==> src/rtl/adcs_pkg.sv <==
// Constants shared by the conversion sequencer and its helper modules.
// Assumes an 8-bit register port and a system clock of 10 MHz.
package adcs_pkg;
  localparam int ADCS_DATA_W = 8;
  localparam int ADCS_ADDR_W = 8;
  localparam int ADCS_CHAN_W = 3;
  localparam int ADCS_CNT_W = 6;

  localparam logic [ADCS_ADDR_W-1:0] ADCS_MODE_OFS = 8'hBC;
  localparam logic [ADCS_ADDR_W-1:0] ADCS_RESULT_OFS = 8'hBD;
  localparam logic [ADCS_ADDR_W-1:0] ADCS_START_OFS = 8'hBE;
  localparam logic [ADCS_ADDR_W-1:0] ADCS_PINSEL_OFS = 8'hEF;
  localparam logic [ADCS_ADDR_W-1:0] ADCS_IRQ_STAT_OFS = 8'hF0;
  localparam logic [ADCS_ADDR_W-1:0] ADCS_IRQ_EN_OFS = 8'hF1;

  localparam int ADCS_SPEED_BIT = 7;
  localparam int ADCS_START_BIT = 7;
  localparam int ADCS_DONE_BIT = 0;
  localparam int ADCS_IEN_BIT = 0;

  localparam logic [ADCS_DATA_W-1:0] ADCS_MODE_RESET = 8'h78;
  localparam logic [ADCS_DATA_W-1:0] ADCS_MODE_FILL = 8'h78;
  localparam logic [ADCS_DATA_W-1:0] ADCS_START_FILL = 8'h7F;
  localparam logic [ADCS_DATA_W-1:0] ADCS_PINSEL_RESET = 8'h00;

  // Conversion periods in system clock periods.
  localparam int ADCS_SLOW_PERIOD_CLK = 62;
  localparam int ADCS_FAST_PERIOD_CLK = 31;
  localparam int ADCS_SAR_BITS = 8;
  // Each period is one sample phase followed by eight equal bit trials.
  localparam int ADCS_FAST_STEP_CLK = 3;
  localparam int ADCS_SLOW_STEP_CLK = 2 * ADCS_FAST_STEP_CLK;
  localparam int ADCS_FAST_SAMPLE_CLK = ADCS_FAST_PERIOD_CLK - ADCS_SAR_BITS * ADCS_FAST_STEP_CLK;
  localparam int ADCS_SLOW_SAMPLE_CLK = ADCS_SLOW_PERIOD_CLK - ADCS_SAR_BITS * ADCS_SLOW_STEP_CLK;

  localparam logic [ADCS_CNT_W-1:0] ADCS_FAST_PERIOD_LD = ADCS_CNT_W'(ADCS_FAST_PERIOD_CLK - 1);
  localparam logic [ADCS_CNT_W-1:0] ADCS_SLOW_PERIOD_LD = ADCS_CNT_W'(ADCS_SLOW_PERIOD_CLK - 1);
  localparam logic [ADCS_CNT_W-1:0] ADCS_FAST_STEP_LD = ADCS_CNT_W'(ADCS_FAST_STEP_CLK - 1);
  localparam logic [ADCS_CNT_W-1:0] ADCS_SLOW_STEP_LD = ADCS_CNT_W'(ADCS_SLOW_STEP_CLK - 1);
  localparam logic [ADCS_CNT_W-1:0] ADCS_FAST_SAMPLE_LD = ADCS_CNT_W'(ADCS_FAST_SAMPLE_CLK - 1);
  localparam logic [ADCS_CNT_W-1:0] ADCS_SLOW_SAMPLE_LD = ADCS_CNT_W'(ADCS_SLOW_SAMPLE_CLK - 1);

  typedef enum logic [2:0] {
    ADCS_IDLE = 3'b001,
    ADCS_SAMPLE = 3'b010,
    ADCS_TRIAL = 3'b100
  } adcs_state_e;
endpackage : adcs_pkg

==> src/rtl/adcs_down_counter.sv <==
// Loadable down counter with a zero flag.
// Assumes the caller pulses load and dec from logic on the same clock.
`timescale 1ns/10ps
module adcs_down_counter #(
  parameter int W = 6
) (
  input wire logic mclk,
  input wire logic sys_rst,
  input wire logic clk_en,
  input wire logic load,
  input wire logic [W-1:0] load_val,
  input wire logic dec,
  output logic [W-1:0] count,
  output logic zero
);
  always_ff @(posedge mclk)
  begin
    if (sys_rst)
      count <= '0;
    else if (clk_en && load)
      count <= load_val;
    else if (clk_en && dec && (count != '0))
      count <= count - W'(1);
  end

  assign zero = (count == '0);
endmodule : adcs_down_counter

==> src/rtl/adcs_sar.sv <==
// Successive approximation register: one trial bit per decision, MSB first.
// Assumes keep is the comparator verdict for the code currently offered.
`timescale 1ns/10ps
module adcs_sar #(
  parameter int W = 8
) (
  input wire logic mclk,
  input wire logic sys_rst,
  input wire logic clk_en,
  input wire logic init,
  input wire logic decide,
  input wire logic keep,
  output logic [W-1:0] code,
  output logic [W-1:0] trial,
  output logic [W-1:0] decided
);
  // The decided word is offered combinationally so the last bit can be
  // captured in the same cycle that the conversion period ends.
  assign decided = keep ? code : (code & ~trial);

  always_ff @(posedge mclk)
  begin
    if (sys_rst)
    begin
      code <= '0;
      trial <= '0;
    end
    else if (clk_en && init)
    begin
      code <= {1'b1, {(W-1){1'b0}}};
      trial <= {1'b1, {(W-1){1'b0}}};
    end
    else if (clk_en && decide)
    begin
      code <= decided | (trial >> 1);
      trial <= trial >> 1;
    end
  end
endmodule : adcs_sar

==> src/rtl/adcs_sequencer.sv <==
// Conversion sequencer for an eight-channel 8-bit successive approximation converter.
// Assumes a synchronous comparator input and a register master on the same clock.
`timescale 1ns/10ps
module adcs_sequencer
  import adcs_pkg::*;
(
  input wire logic mclk,
  input wire logic sys_rst,
  input wire logic clk_en,
  input wire logic [adcs_pkg::ADCS_ADDR_W-1:0] reg_addr,
  input wire logic [adcs_pkg::ADCS_DATA_W-1:0] reg_wdata,
  input wire logic reg_wr,
  input wire logic reg_rd,
  output logic [adcs_pkg::ADCS_DATA_W-1:0] reg_rdata,
  input wire logic cmp_keep,
  output logic [adcs_pkg::ADCS_DATA_W-1:0] dac_code,
  output logic sample_hold,
  output logic [adcs_pkg::ADCS_CHAN_W-1:0] chan_sel,
  output logic [adcs_pkg::ADCS_DATA_W-1:0] pin_analog_en,
  output logic irq
);
  import adcs_pkg::*;

  adcs_state_e state;
  logic conversion_start_flag;
  logic conversion_speed_select;
  logic fast_run;
  logic conversion_done_request;
  logic conversion_done_irq_enable;
  logic [ADCS_DATA_W-1:0] conversion_result_register;
  logic [ADCS_CNT_W-1:0] period_count;
  logic period_zero;
  logic [ADCS_CNT_W-1:0] step_count;
  logic step_zero;
  logic [ADCS_DATA_W-1:0] sar_trial;
  logic [ADCS_DATA_W-1:0] sar_decided;
  logic [ADCS_DATA_W-1:0] sar_code;
  logic wr_mode;
  logic wr_start;
  logic wr_pinsel;
  logic wr_stat;
  logic wr_en;
  logic rd_stat;
  logic start_req;
  logic stop_req;
  logic done_now;
  logic step_load;
  logic [ADCS_CNT_W-1:0] step_load_val;
  logic sar_decide;
  logic [ADCS_DATA_W-1:0] next_rdata;

  assign wr_mode = reg_wr && (reg_addr == ADCS_MODE_OFS);
  assign wr_start = reg_wr && (reg_addr == ADCS_START_OFS);
  assign wr_pinsel = reg_wr && (reg_addr == ADCS_PINSEL_OFS);
  assign wr_stat = reg_wr && (reg_addr == ADCS_IRQ_STAT_OFS);
  assign wr_en = reg_wr && (reg_addr == ADCS_IRQ_EN_OFS);
  assign rd_stat = reg_rd && (reg_addr == ADCS_IRQ_STAT_OFS);

  // A write of 1 while already converting is ignored so the period is not cut short.
  assign start_req = wr_start && reg_wdata[ADCS_START_BIT] && !conversion_start_flag;
  assign stop_req = wr_start && !reg_wdata[ADCS_START_BIT] && conversion_start_flag;
  assign done_now = (state == ADCS_TRIAL) && period_zero && !stop_req;

  assign sar_decide = (state == ADCS_TRIAL) && step_zero;
  assign step_load = start_req || ((state != ADCS_IDLE) && step_zero);
  always_comb
  begin
    if (start_req)
      step_load_val = conversion_speed_select ? ADCS_FAST_SAMPLE_LD : ADCS_SLOW_SAMPLE_LD;
    else
      step_load_val = fast_run ? ADCS_FAST_STEP_LD : ADCS_SLOW_STEP_LD;
  end

  adcs_down_counter #(
    .W(ADCS_CNT_W)
  ) u_period (
    .mclk(mclk),
    .sys_rst(sys_rst),
    .clk_en(clk_en),
    .load(start_req),
    .load_val(conversion_speed_select ? ADCS_FAST_PERIOD_LD : ADCS_SLOW_PERIOD_LD),
    .dec(state != ADCS_IDLE),
    .count(period_count),
    .zero(period_zero)
  );

  adcs_down_counter #(
    .W(ADCS_CNT_W)
  ) u_step (
    .mclk(mclk),
    .sys_rst(sys_rst),
    .clk_en(clk_en),
    .load(step_load),
    .load_val(step_load_val),
    .dec(state != ADCS_IDLE),
    .count(step_count),
    .zero(step_zero)
  );

  adcs_sar #(
    .W(ADCS_DATA_W)
  ) u_sar (
    .mclk(mclk),
    .sys_rst(sys_rst),
    .clk_en(clk_en),
    .init(start_req),
    .decide(sar_decide),
    .keep(cmp_keep),
    .code(sar_code),
    .trial(sar_trial),
    .decided(sar_decided)
  );

  assign dac_code = sar_code;

  always_ff @(posedge mclk)
  begin
    if (sys_rst)
      state <= ADCS_IDLE;
    else if (clk_en)
    begin
      unique case (state)
        ADCS_IDLE:
          if (start_req)
            state <= ADCS_SAMPLE;
        ADCS_SAMPLE:
          if (stop_req)
            state <= ADCS_IDLE;
          else if (step_zero)
            state <= ADCS_TRIAL;
        ADCS_TRIAL:
          if (stop_req || period_zero)
            state <= ADCS_IDLE;
        default:
          state <= ADCS_IDLE;
      endcase
    end
  end

  always_ff @(posedge mclk)
  begin
    if (sys_rst)
      conversion_start_flag <= 1'b0;
    else if (clk_en)
    begin
      if (start_req)
        conversion_start_flag <= 1'b1;
      else if (stop_req || done_now)
        conversion_start_flag <= 1'b0;
    end
  end

  // Speed is frozen at start so a careless mode write cannot stretch a period.
  always_ff @(posedge mclk)
  begin
    if (sys_rst)
      fast_run <= 1'b0;
    else if (clk_en && start_req)
      fast_run <= conversion_speed_select;
  end

  // No reset here: the last outcome survives a reset.
  always_ff @(posedge mclk)
  begin
    if (clk_en && done_now)
      conversion_result_register <= sar_decided;
  end

  always_ff @(posedge mclk)
  begin
    if (sys_rst)
    begin
      conversion_speed_select <= ADCS_MODE_RESET[ADCS_SPEED_BIT];
      chan_sel <= ADCS_MODE_RESET[ADCS_CHAN_W-1:0];
    end
    else if (clk_en && wr_mode)
    begin
      conversion_speed_select <= reg_wdata[ADCS_SPEED_BIT];
      chan_sel <= reg_wdata[ADCS_CHAN_W-1:0];
    end
  end

  always_ff @(posedge mclk)
  begin
    if (sys_rst)
      pin_analog_en <= ADCS_PINSEL_RESET;
    else if (clk_en && wr_pinsel)
      pin_analog_en <= reg_wdata;
  end

  // A completion in the same cycle as a clearing read or write still sets the bit.
  always_ff @(posedge mclk)
  begin
    if (sys_rst)
      conversion_done_request <= 1'b0;
    else if (clk_en)
    begin
      if (done_now)
        conversion_done_request <= 1'b1;
      else if (rd_stat || (wr_stat && !reg_wdata[ADCS_DONE_BIT]))
        conversion_done_request <= 1'b0;
    end
  end

  always_ff @(posedge mclk)
  begin
    if (sys_rst)
      conversion_done_irq_enable <= 1'b0;
    else if (clk_en && wr_en)
      conversion_done_irq_enable <= reg_wdata[ADCS_IEN_BIT];
  end

  always_ff @(posedge mclk)
  begin
    if (sys_rst)
      irq <= 1'b0;
    else if (clk_en)
      irq <= conversion_done_request && conversion_done_irq_enable;
  end

  always_ff @(posedge mclk)
  begin
    if (sys_rst)
      sample_hold <= 1'b0;
    else if (clk_en)
      sample_hold <= start_req || ((state == ADCS_SAMPLE) && !step_zero && !stop_req);
  end

  always_comb
  begin
    next_rdata = '0;
    if (reg_rd)
    begin
      unique case (reg_addr)
        ADCS_MODE_OFS:
          next_rdata = ADCS_MODE_FILL
            | {conversion_speed_select, {(ADCS_DATA_W-1){1'b0}}}
            | {{(ADCS_DATA_W-ADCS_CHAN_W){1'b0}}, chan_sel};
        ADCS_RESULT_OFS:
          next_rdata = conversion_result_register;
        ADCS_START_OFS:
          next_rdata = ADCS_START_FILL | {conversion_start_flag, {(ADCS_DATA_W-1){1'b0}}};
        ADCS_IRQ_STAT_OFS:
          next_rdata = {{(ADCS_DATA_W-1){1'b0}}, conversion_done_request};
        ADCS_IRQ_EN_OFS:
          next_rdata = {{(ADCS_DATA_W-1){1'b0}}, conversion_done_irq_enable};
        default:
          next_rdata = '0;
      endcase
    end
  end

  always_ff @(posedge mclk)
  begin
    if (sys_rst)
      reg_rdata <= '0;
    else if (clk_en)
      reg_rdata <= next_rdata;
  end

  // Helper: cycles the flag has been high in the current conversion.
  logic [ADCS_CNT_W:0] run_cycles;
  always_ff @(posedge mclk)
  begin
    if (sys_rst)
      run_cycles <= '0;
    else if (clk_en && start_req)
      run_cycles <= '0;
    else if (clk_en && conversion_start_flag)
      run_cycles <= run_cycles + (ADCS_CNT_W+1)'(1);
  end
endmodule : adcs_sequencer

==> config.mk <==
export PLATFORM = sky130hd
export DESIGN_NAME = adcs_sequencer
export DESIGN_NICKNAME = d
export VERILOG_FILES = /design/src/rtl/adcs_pkg.sv /design/src/rtl/adcs_down_counter.sv /design/src/rtl/adcs_sar.sv /design/src/rtl/adcs_sequencer.sv
export SDC_FILE = /design/constraint.sdc
export NUM_CORES = 1
export LEC_CHECK = 0
export ABC_AREA = 0
export BUFFER_PORTS_ARGS = -buffer_cell sky130_fd_sc_hd__buf_2
export CORE_ASPECT_RATIO = 1.5
export CORE_MARGIN = 4
export CORE_UTILIZATION = 50
export DETAILED_ROUTE_END_ITERATION = 8
export PLACE_DENSITY = 0.81
export SYNTH_ARGS = -nofsm -noshare
export SYNTH_HDL_FRONTEND = slang
export SYNTH_SLANG_ARGS = --single-unit
export TNS_END_PERCENT = 50
==> constraint.sdc <==
create_clock -name mclk -period 1.92 [get_ports mclk]
set_clock_uncertainty 0.15 [all_clocks]
set_input_delay 0.192 -clock mclk [delete_from_list [all_inputs] [get_ports mclk]]
set_output_delay 0.192 -clock mclk [all_outputs]
set_load 0.05 [all_outputs]
==> flow_summary.ini, run 1 <==
[min_path]
hold_path_depth = 3
min_from = reg_rd
hold_end = reg_rdata[0]
hold_class = primary input to register

[synthesis]
synthAdderAreaFrac_pct = 1.72
ys_types = 51
synth_compound_area_share_pct = 19.2
synthXorXnorAreaFrac_pct = 2.11
synth.area.mux_share_pct = 4.83
synth_top_family_by_area = simple AND/OR/NAND/NOR gates
avgSynthCellArea_um2 = 8.96
synthArstFlopShare_pct = 0
yosys_warnings = 0
ys_seq_elements = 65
synth_fp_nets = 350
synth-simple-area-share_pct = 20.1
synth.yosys.seq_area_share_pct = 47.6
synth_ff_type = dfxtp_1
syn_inst = 324
syn_area_um2 = 2900
synth-edff-count = 8

[global_route]
grt_max_degree = 17
grt_pass1_vias = 2699
overflow = 0
grt_pass1_wl_um = 11800
grt_usage_pct = 20.9
antenna_found_initial = 0

[worst_setup_path]
cp_max_fo = 6
r2r-start = conversion_start_flag
r2r_setup_slack_ns = 0.05
worst_ep_arrival_time_ns = 1.96
cp_data_required_time_ns = 2.01
r2r_cells = 5
worstSetupStartpointType = register
cp-end-kind = register
r2r_end = u_step.count[5]
crit_type = register to register

[timing]
hold_viol = 0
max_freq_ghz = 0.534
worst_pin_slew_ns = 0.487
slew_viol_final = 0
setup_viol_count_final = 0
fin_crit_sh_pct = 97.5
relSlewSlack_pct = 67.5
fin_crit_ns = 1.87

[cts]
cts_sinks = 65
clockBufferDepth = 2
path_clk_slew_ns = 0.07
cts_tree = built
clk_latency_ns = 0.34
htreeDepth = 3
numCtsBuffers = 9
cts-root-buf = clkbuf_8
post_cts_buffers = 0

[detailed_routing]
drtAntennaViolNets = 0
drt_iter0_drc = 162
drc_errors = 0
firstDrtPassIters = 4
drt_wl_total_um = 7030
vias = 2671
wl_per_cell_um = 14.8
via_per_inst = 5.62

[power]
peakVddDrop_v = 0.000419
switchingPower_mw = 0.636
powerDensity_nw_per_um2 = 762
finalPower_mw = 2.81
clockPowerShare_pct = 45.6
p_int_mw = 2.18
p_sw_share_pct = 22.6
pwr-share-seq_pct = 48.9
leakage_nw = 1.55
combPwrFrac_pct = 5.5

[layout]
nets = 426
syn_to_final_growth_pct = 27.3
diodes = 0
final_core_util_pct = 66.7
drive_above_1_share_pct = 25.4

[floorplanning]
fp.coreArea_um2 = 5530
fp.dieH_um = 101
pin_count = 51
die_area_um2 = 7110
start_util_pct = 52.4
die_x_um = 70.2
core.rowCount = 33

[placed_design]
port_buffers = 50
gp_congestion = 0.941
hpwlAfterDp_um = 5030

[job]
cap_viol_max_count = 0

[run_status]
status = finished, final reports clean
-- worst max-delay path by stage --
stage | from | endpoint | slack [ns] | cells after the start
4_1_cts | u_step.count[2] | u_sar.code[1] | 0.0007 | 6
3_5_place_dp | u_period.count[1] | u_period.count[5] | -0.14 | 6
5_1_grt | conversion_start_flag | u_step.count[5] | -0.1 | 5
2_1_floorplan | reg_addr[0] | u_step.count[5] | 0.04 | 7
6_report | conversion_start_flag | u_step.count[5] | 0.05 | 5
3_3_place_gp | reg_addr[6] | u_step.count[5] | -0.02 | 6
-- flip-flops by register name, indices dropped and copies added (netlist names) --
signal / count
conversion_result_register: 8
irq: 1
u_period.count: 6
conversion_start_flag: 1
conversion_done_irq_enable: 1
pin_analog_en: 8
fast_run: 1
sample_hold: 1
u_step.count: 6
conversion_speed_select: 1
u_sar.trial: 8
u_sar.code: 8
reg_rdata: 8
chan_sel: 3
state: 3
conversion_done_request: 1
-- stage by stage --
step / area, um^2 / setup TNS (ns) / hold WS, ns / worst slack (ns) / cells
2_1_floorplan: 2900 / 0 / 0.175 / 0.0398 / 324
4_1_cts: 3660 / 0 / 0.0202 / 0.000749 / 475
3_5_place_dp: 3360 / -0.758 / 0.294 / -0.136 / 452
6_report: 3690 / 0 / 0.0196 / 0.0474 / 475
3_3_place_gp: 3360 / -0.0355 / 0.279 / -0.0165 / 452
5_1_grt: 3690 / -0.198 / 0.0357 / -0.0990 / 475
-- cell type report --
class	instances	area (um^2)
Inverter	16	60.1
Clock buffer	10	128
Sequential cell	65	1380
Timing Repair Buffer	80	505
Multi-Input combinational cell	228	1440
Clock inverter	6	91.3
Tap cell	70	87.6
Fill cell	426	1840
-- Yosys cell counts (all sizes together), types with 6 or more instances --
library cell	n	area share, %
o21ai	15	2.7
a21boi	8	2.1
clkbuf	11	1.4
nand3	10	1.7
mux2i	14	4.8
dfxtp	57	39
nand2	35	4.5
inv	16	2.1
edfxtp	8	8.3
xor2	6	1.8
nor2	32	4.1
a21oi	39	6.7
-- worst max-delay path, stage by stage, from the launching register on --
cell      delay (ns)
dfxtp_1         0.32
nand2b_1        0.15
or4_1           0.53
a211o_1         0.36
xor2_1          0.20
nor3_2          0.05
-- cells by family (layout without fill, tap and decap cells) --
logic type / Yosys count / count (layout)
simple gates: 113 / 113
compound gates: 90 / 90
flops: 65 / 65
buf+inv: 31 / 112
mux: 14 / 14
xor+xnor: 7 / 7
fa+ha+maj: 4 / 4
-- repair_timing --
item,in CTS,in global routing
hold endpoints to repair,10,0
setup endpoints to repair,6,36
hold buffers,7,0
resized for setup,2,8
-- power by group through the flow --
stage               logic [mW]  clock network [mW]  registers [mW]
global placement         0.138                   0            1.41
detailed placement       0.141                   0            1.41
global route             0.169                1.37            1.38
floorplan               0.0632                   0            1.41
CTS                      0.153                1.30            1.38
finish                   0.155                1.28            1.38
-- placed cells by master, fill, tap and decap left out, types with 3 or more instances in the layout --
| master | count |
|---|---|
| dfxtp_1 | 57 |
| buf_4 | 22 |
| edfxtp_1 | 8 |
| o22ai_1 | 5 |
| clkbuf_8 | 9 |
| nand2b_1 | 3 |
| xor2_1 | 6 |
| inv_1 | 16 |
| dlygate4sd3_1 | 7 |
| nor3_1 | 4 |
| ha_1 | 4 |
| o21ai_0 | 14 |
| nand2_1 | 35 |
| a22oi_1 | 5 |
| buf_2 | 50 |
| a21boi_0 | 8 |
| mux2i_1 | 14 |
| a21oi_1 | 38 |
| nand3_1 | 10 |
| nor2_1 | 32 |
-- metal layers --
layer / wire, um / track usage, % / share of wire [%] / vias to the layer above
met5: 0 / 0 / 0 / -
met4: 205 / 11.5 / 2.9 / 0
met3: 324 / 6.45 / 4.6 / 15
met2: 3750 / 37.8 / 53 / 80
met1: 2750 / 21.4 / 39 / 1270
li1: - / - / - / 1306
(Power assumes the default switching activity.)
==> run 2: changes to the inputs <==
--- a/config.mk
+++ b/config.mk
@@ -5,13 +5,14 @@
 export SDC_FILE = /design/constraint.sdc
 export NUM_CORES = 1
 export LEC_CHECK = 0
-export ABC_AREA = 0
+export ABC_AREA = 1
 export BUFFER_PORTS_ARGS = -buffer_cell sky130_fd_sc_hd__buf_2
+export CAP_MARGIN = 15
 export CORE_ASPECT_RATIO = 1.5
 export CORE_MARGIN = 4
-export CORE_UTILIZATION = 50
+export CORE_UTILIZATION = 51
 export DETAILED_ROUTE_END_ITERATION = 8
-export PLACE_DENSITY = 0.81
+export PLACE_DENSITY = 0.82
 export SYNTH_ARGS = -nofsm -noshare
 export SYNTH_HDL_FRONTEND = slang
 export SYNTH_SLANG_ARGS = --single-unit
==> flow_summary.ini, run 2 <==
[placed_design]
placed_cell_area_um2 = 3490
hpwlAfterDp_um = 5290
gp_congestion = 0.887
port_buffers = 50

[floorplanning]
fp.coreArea_um2 = 5910
die_area_um2 = 7520
die_x_um = 72.2
core.rowCount = 34
start_util_pct = 53.3
pin_count = 51
fp.dieH_um = 104

[cts]
htreeDepth = 3
cts_tree = built
numCtsBuffers = 9
clk_latency_ns = 0.36
cts-root-buf = clkbuf_8
clockBufferDepth = 2
path_clk_slew_ns = 0.08
cts_sinks = 65

[min_path]
hold_end = reg_rdata[4]
hold_class = primary input to register
min_from = reg_rd
hold_path_depth = 3

[global_route]
overflow = 0
grt_pass1_vias = 2911
grt_usage_pct = 21.3
antenna_found_initial = 0
grt_pass1_wl_um = 12600
grt_max_degree = 17

[detailed_routing]
via_per_inst = 5.21
vias = 2933
firstDrtPassIters = 4
wl_per_cell_um = 12.8
drtAntennaViolNets = 0
drt_wl_total_um = 7230
drt_iter0_drc = 179
drc_errors = 0

[worst_setup_path]
crit_type = register to register
r2r_cells = 7
cp-end-kind = register
worst_ep_arrival_time_ns = 1.84
worstSetupStartpointType = register
cp_data_required_time_ns = 2.01
crit_family = simple AND/OR/NAND/NOR gates
r2r_setup_slack_ns = 0.17
slowest_stage = dfxtp_1
path_buf_inv = 2
cp_max_fo = 10
critPathMaxStageDelay_ns = 0.34
crit_chain = inv_1 -> ha_1 -> nand4_1 -> inv_1 -> nand3_1 -> nand2_1 -> a21oi_1
crit_top_cell = inv_1
r2r_end = u_sar.trial[3]
r2r-start = u_step.count[0]

[synthesis]
yosysMostFrequentCell = nand2_1
synth_compound_area_share_pct = 15.1
synthXorXnorAreaFrac_pct = 1.11
ys_top_cells_by_area = dfxtp_1 (36%), nand2_1 (12%), edfxtp_1 (7.6%)
synth_top_family_by_area = simple AND/OR/NAND/NOR gates
ys_types = 42
synth.area.mux_share_pct = 0
synth.yosys.seq_area_share_pct = 43.9
avgSynthCellArea_um2 = 7.46
synth_ff_type = dfxtp_1
synth_fp_nets = 448
synth-simple-area-share_pct = 30.0
synth_area_leader_cell = dfxtp_1
syn_inst = 422
synthArstFlopShare_pct = 0
ys_seq_elements = 65
syn_area_um2 = 3150
synth-edff-count = 8
yosys_warnings = 0
synth_common_cells = nand2_1 (99), dfxtp_1 (57), inv_1 (46)
synth_top_area_share_pct = 36.2
synthAdderAreaFrac_pct = 1.59

[timing]
rsz0062_at_grt = no
max_freq_ghz = 0.572
setup_viol_count_final = 0
relSlewSlack_pct = 67.6
worst_pin_slew_ns = 0.486
hold_viol = 0
fin_crit_sh_pct = 91.0
fin_crit_ns = 1.75
slew_viol_final = 0
finalSetupTns_ns = 0

[layout]
drive_above_1_share_pct = 20.2
syn_to_final_growth_pct = 20.3
fin_area_um2 = 3790
final_cell_mix = nand2_1 (98), dfxtp_1 (57), buf_2 (50)
nets = 512
diodes = 0
final_common_cell = nand2_1

[power]
p_int_mw = 2.58
peakVddDrop_v = 0.000615
combPwrFrac_pct = 24.5
leakage_nw = 1.75
clockPowerShare_pct = 34.8
powerDensity_nw_per_um2 = 1000
p_sw_share_pct = 32.2
pwr-share-seq_pct = 40.7
switchingPower_mw = 1.23

[run_status]
status = finished, final reports clean

[job]
cap_viol_max_count = 0
==> run 2: cell types whose count changed after synthesis, moves of 6 or more <==
cell and change:
o21ai_1 +11, a21boi_0 -6, nand3_1 +21, clkbuf_1 -7
inv_1 +30, nand2_1 +64, mux2i_1 -14
==> run 2: worst max-delay path by stage <==
stage                                               end  depth (start not counted)              start  slack [ns]
final                                    u_sar.trial[3]                          7    u_step.count[0]        0.17
after global routing                     u_sar.trial[3]                          7    u_step.count[0]     0.00001
after CTS                                u_sar.trial[3]                          7    u_step.count[0]        0.14
after detailed placement  conversion_result_register[4]                          7  u_period.count[0]        0.17
after global placement    conversion_result_register[4]                         10        reg_addr[0]        0.21
after floorplan           conversion_result_register[0]                          7  u_period.count[0]        0.30
==> run 2: layer usage <==
| layer | GRT usage [%] | up-vias | wire, um |
|---|---|---|---|
| met5 | 0 | - | 0 |
| met4 | 13.6 | 0 | 235 |
| met3 | 4.06 | 20 | 324 |
| met2 | 36.8 | 65 | 3780 |
| met1 | 22.8 | 1331 | 2890 |
| li1 | - | 1517 | - |
==> run 2: repair_timing <==
action	4_1_cts	5_1_grt
resized for setup	0	2
hold buffers	7	0
endpoints found under the setup margin	0	9
setup buffers	0	0
endpoints found under the hold margin	9	0
==> run 2: worst register-to-register path, delay by kind of cell, from the launching register on <==
kind	cells	cell delay [ns]
simple gates	3	0.68
flops	1	0.34
buf+inv	2	0.23
fa+ha+maj	1	0.14
compound gates	1	0.09
==> run 2: layout make-up <==
| class | instances | area, um^2 |
|---|---|---|
| sequential | 65 | 1380 |
| clock inverter | 7 | 100 |
| timing repair buffer | 65 | 380 |
| inverter | 54 | 205 |
| fill | 523 | 2120 |
| multi-input combinational | 291 | 1510 |
| tap | 72 | 90.1 |
| clock buffer | 9 | 124 |
==> run 2: power groups by stage <==
stage               logic (mW)  registers (mW)  clock network, mW
detailed placement       0.902            1.58                  0
floorplan                0.723            1.58                  0
global placement         0.883            1.57                  0
CTS                      0.923            1.55               1.34
global route              1.09            1.56               1.40
finish                   0.934            1.55               1.32
==> run 2: per-stage QoR <==
step / std cells / utilization [%] / worst slack [ns] / hold WS [ns] / power, mW
2_1_floorplan: 422 / - / 0.305 / 0.190 / 2.30
3_3_place_gp: 540 / 59.1 / 0.211 / 0.278 / 2.46
3_5_place_dp: 540 / 59.1 / 0.165 / 0.292 / 2.48
4_1_cts: 563 / 64.0 / 0.140 / 0.00526 / 3.81
5_1_grt: 563 / 64.1 / 0.0000107 / 0.0286 / 4.04
6_report: 563 / 64.1 / 0.172 / 0.0113 / 3.81
==> run 2: cell families (layout without fill, tap and decap cells) <==
logic type | count (synthesis) | after routing
AND/OR/NAND/NOR | 197 | 197
flip-flops | 65 | 65
adder cells (fa/ha/maj) | 4 | 4
AO/OA/AOI/OAI | 86 | 86
buffers and inverters | 66 | 135
XOR/XNOR | 4 | 4
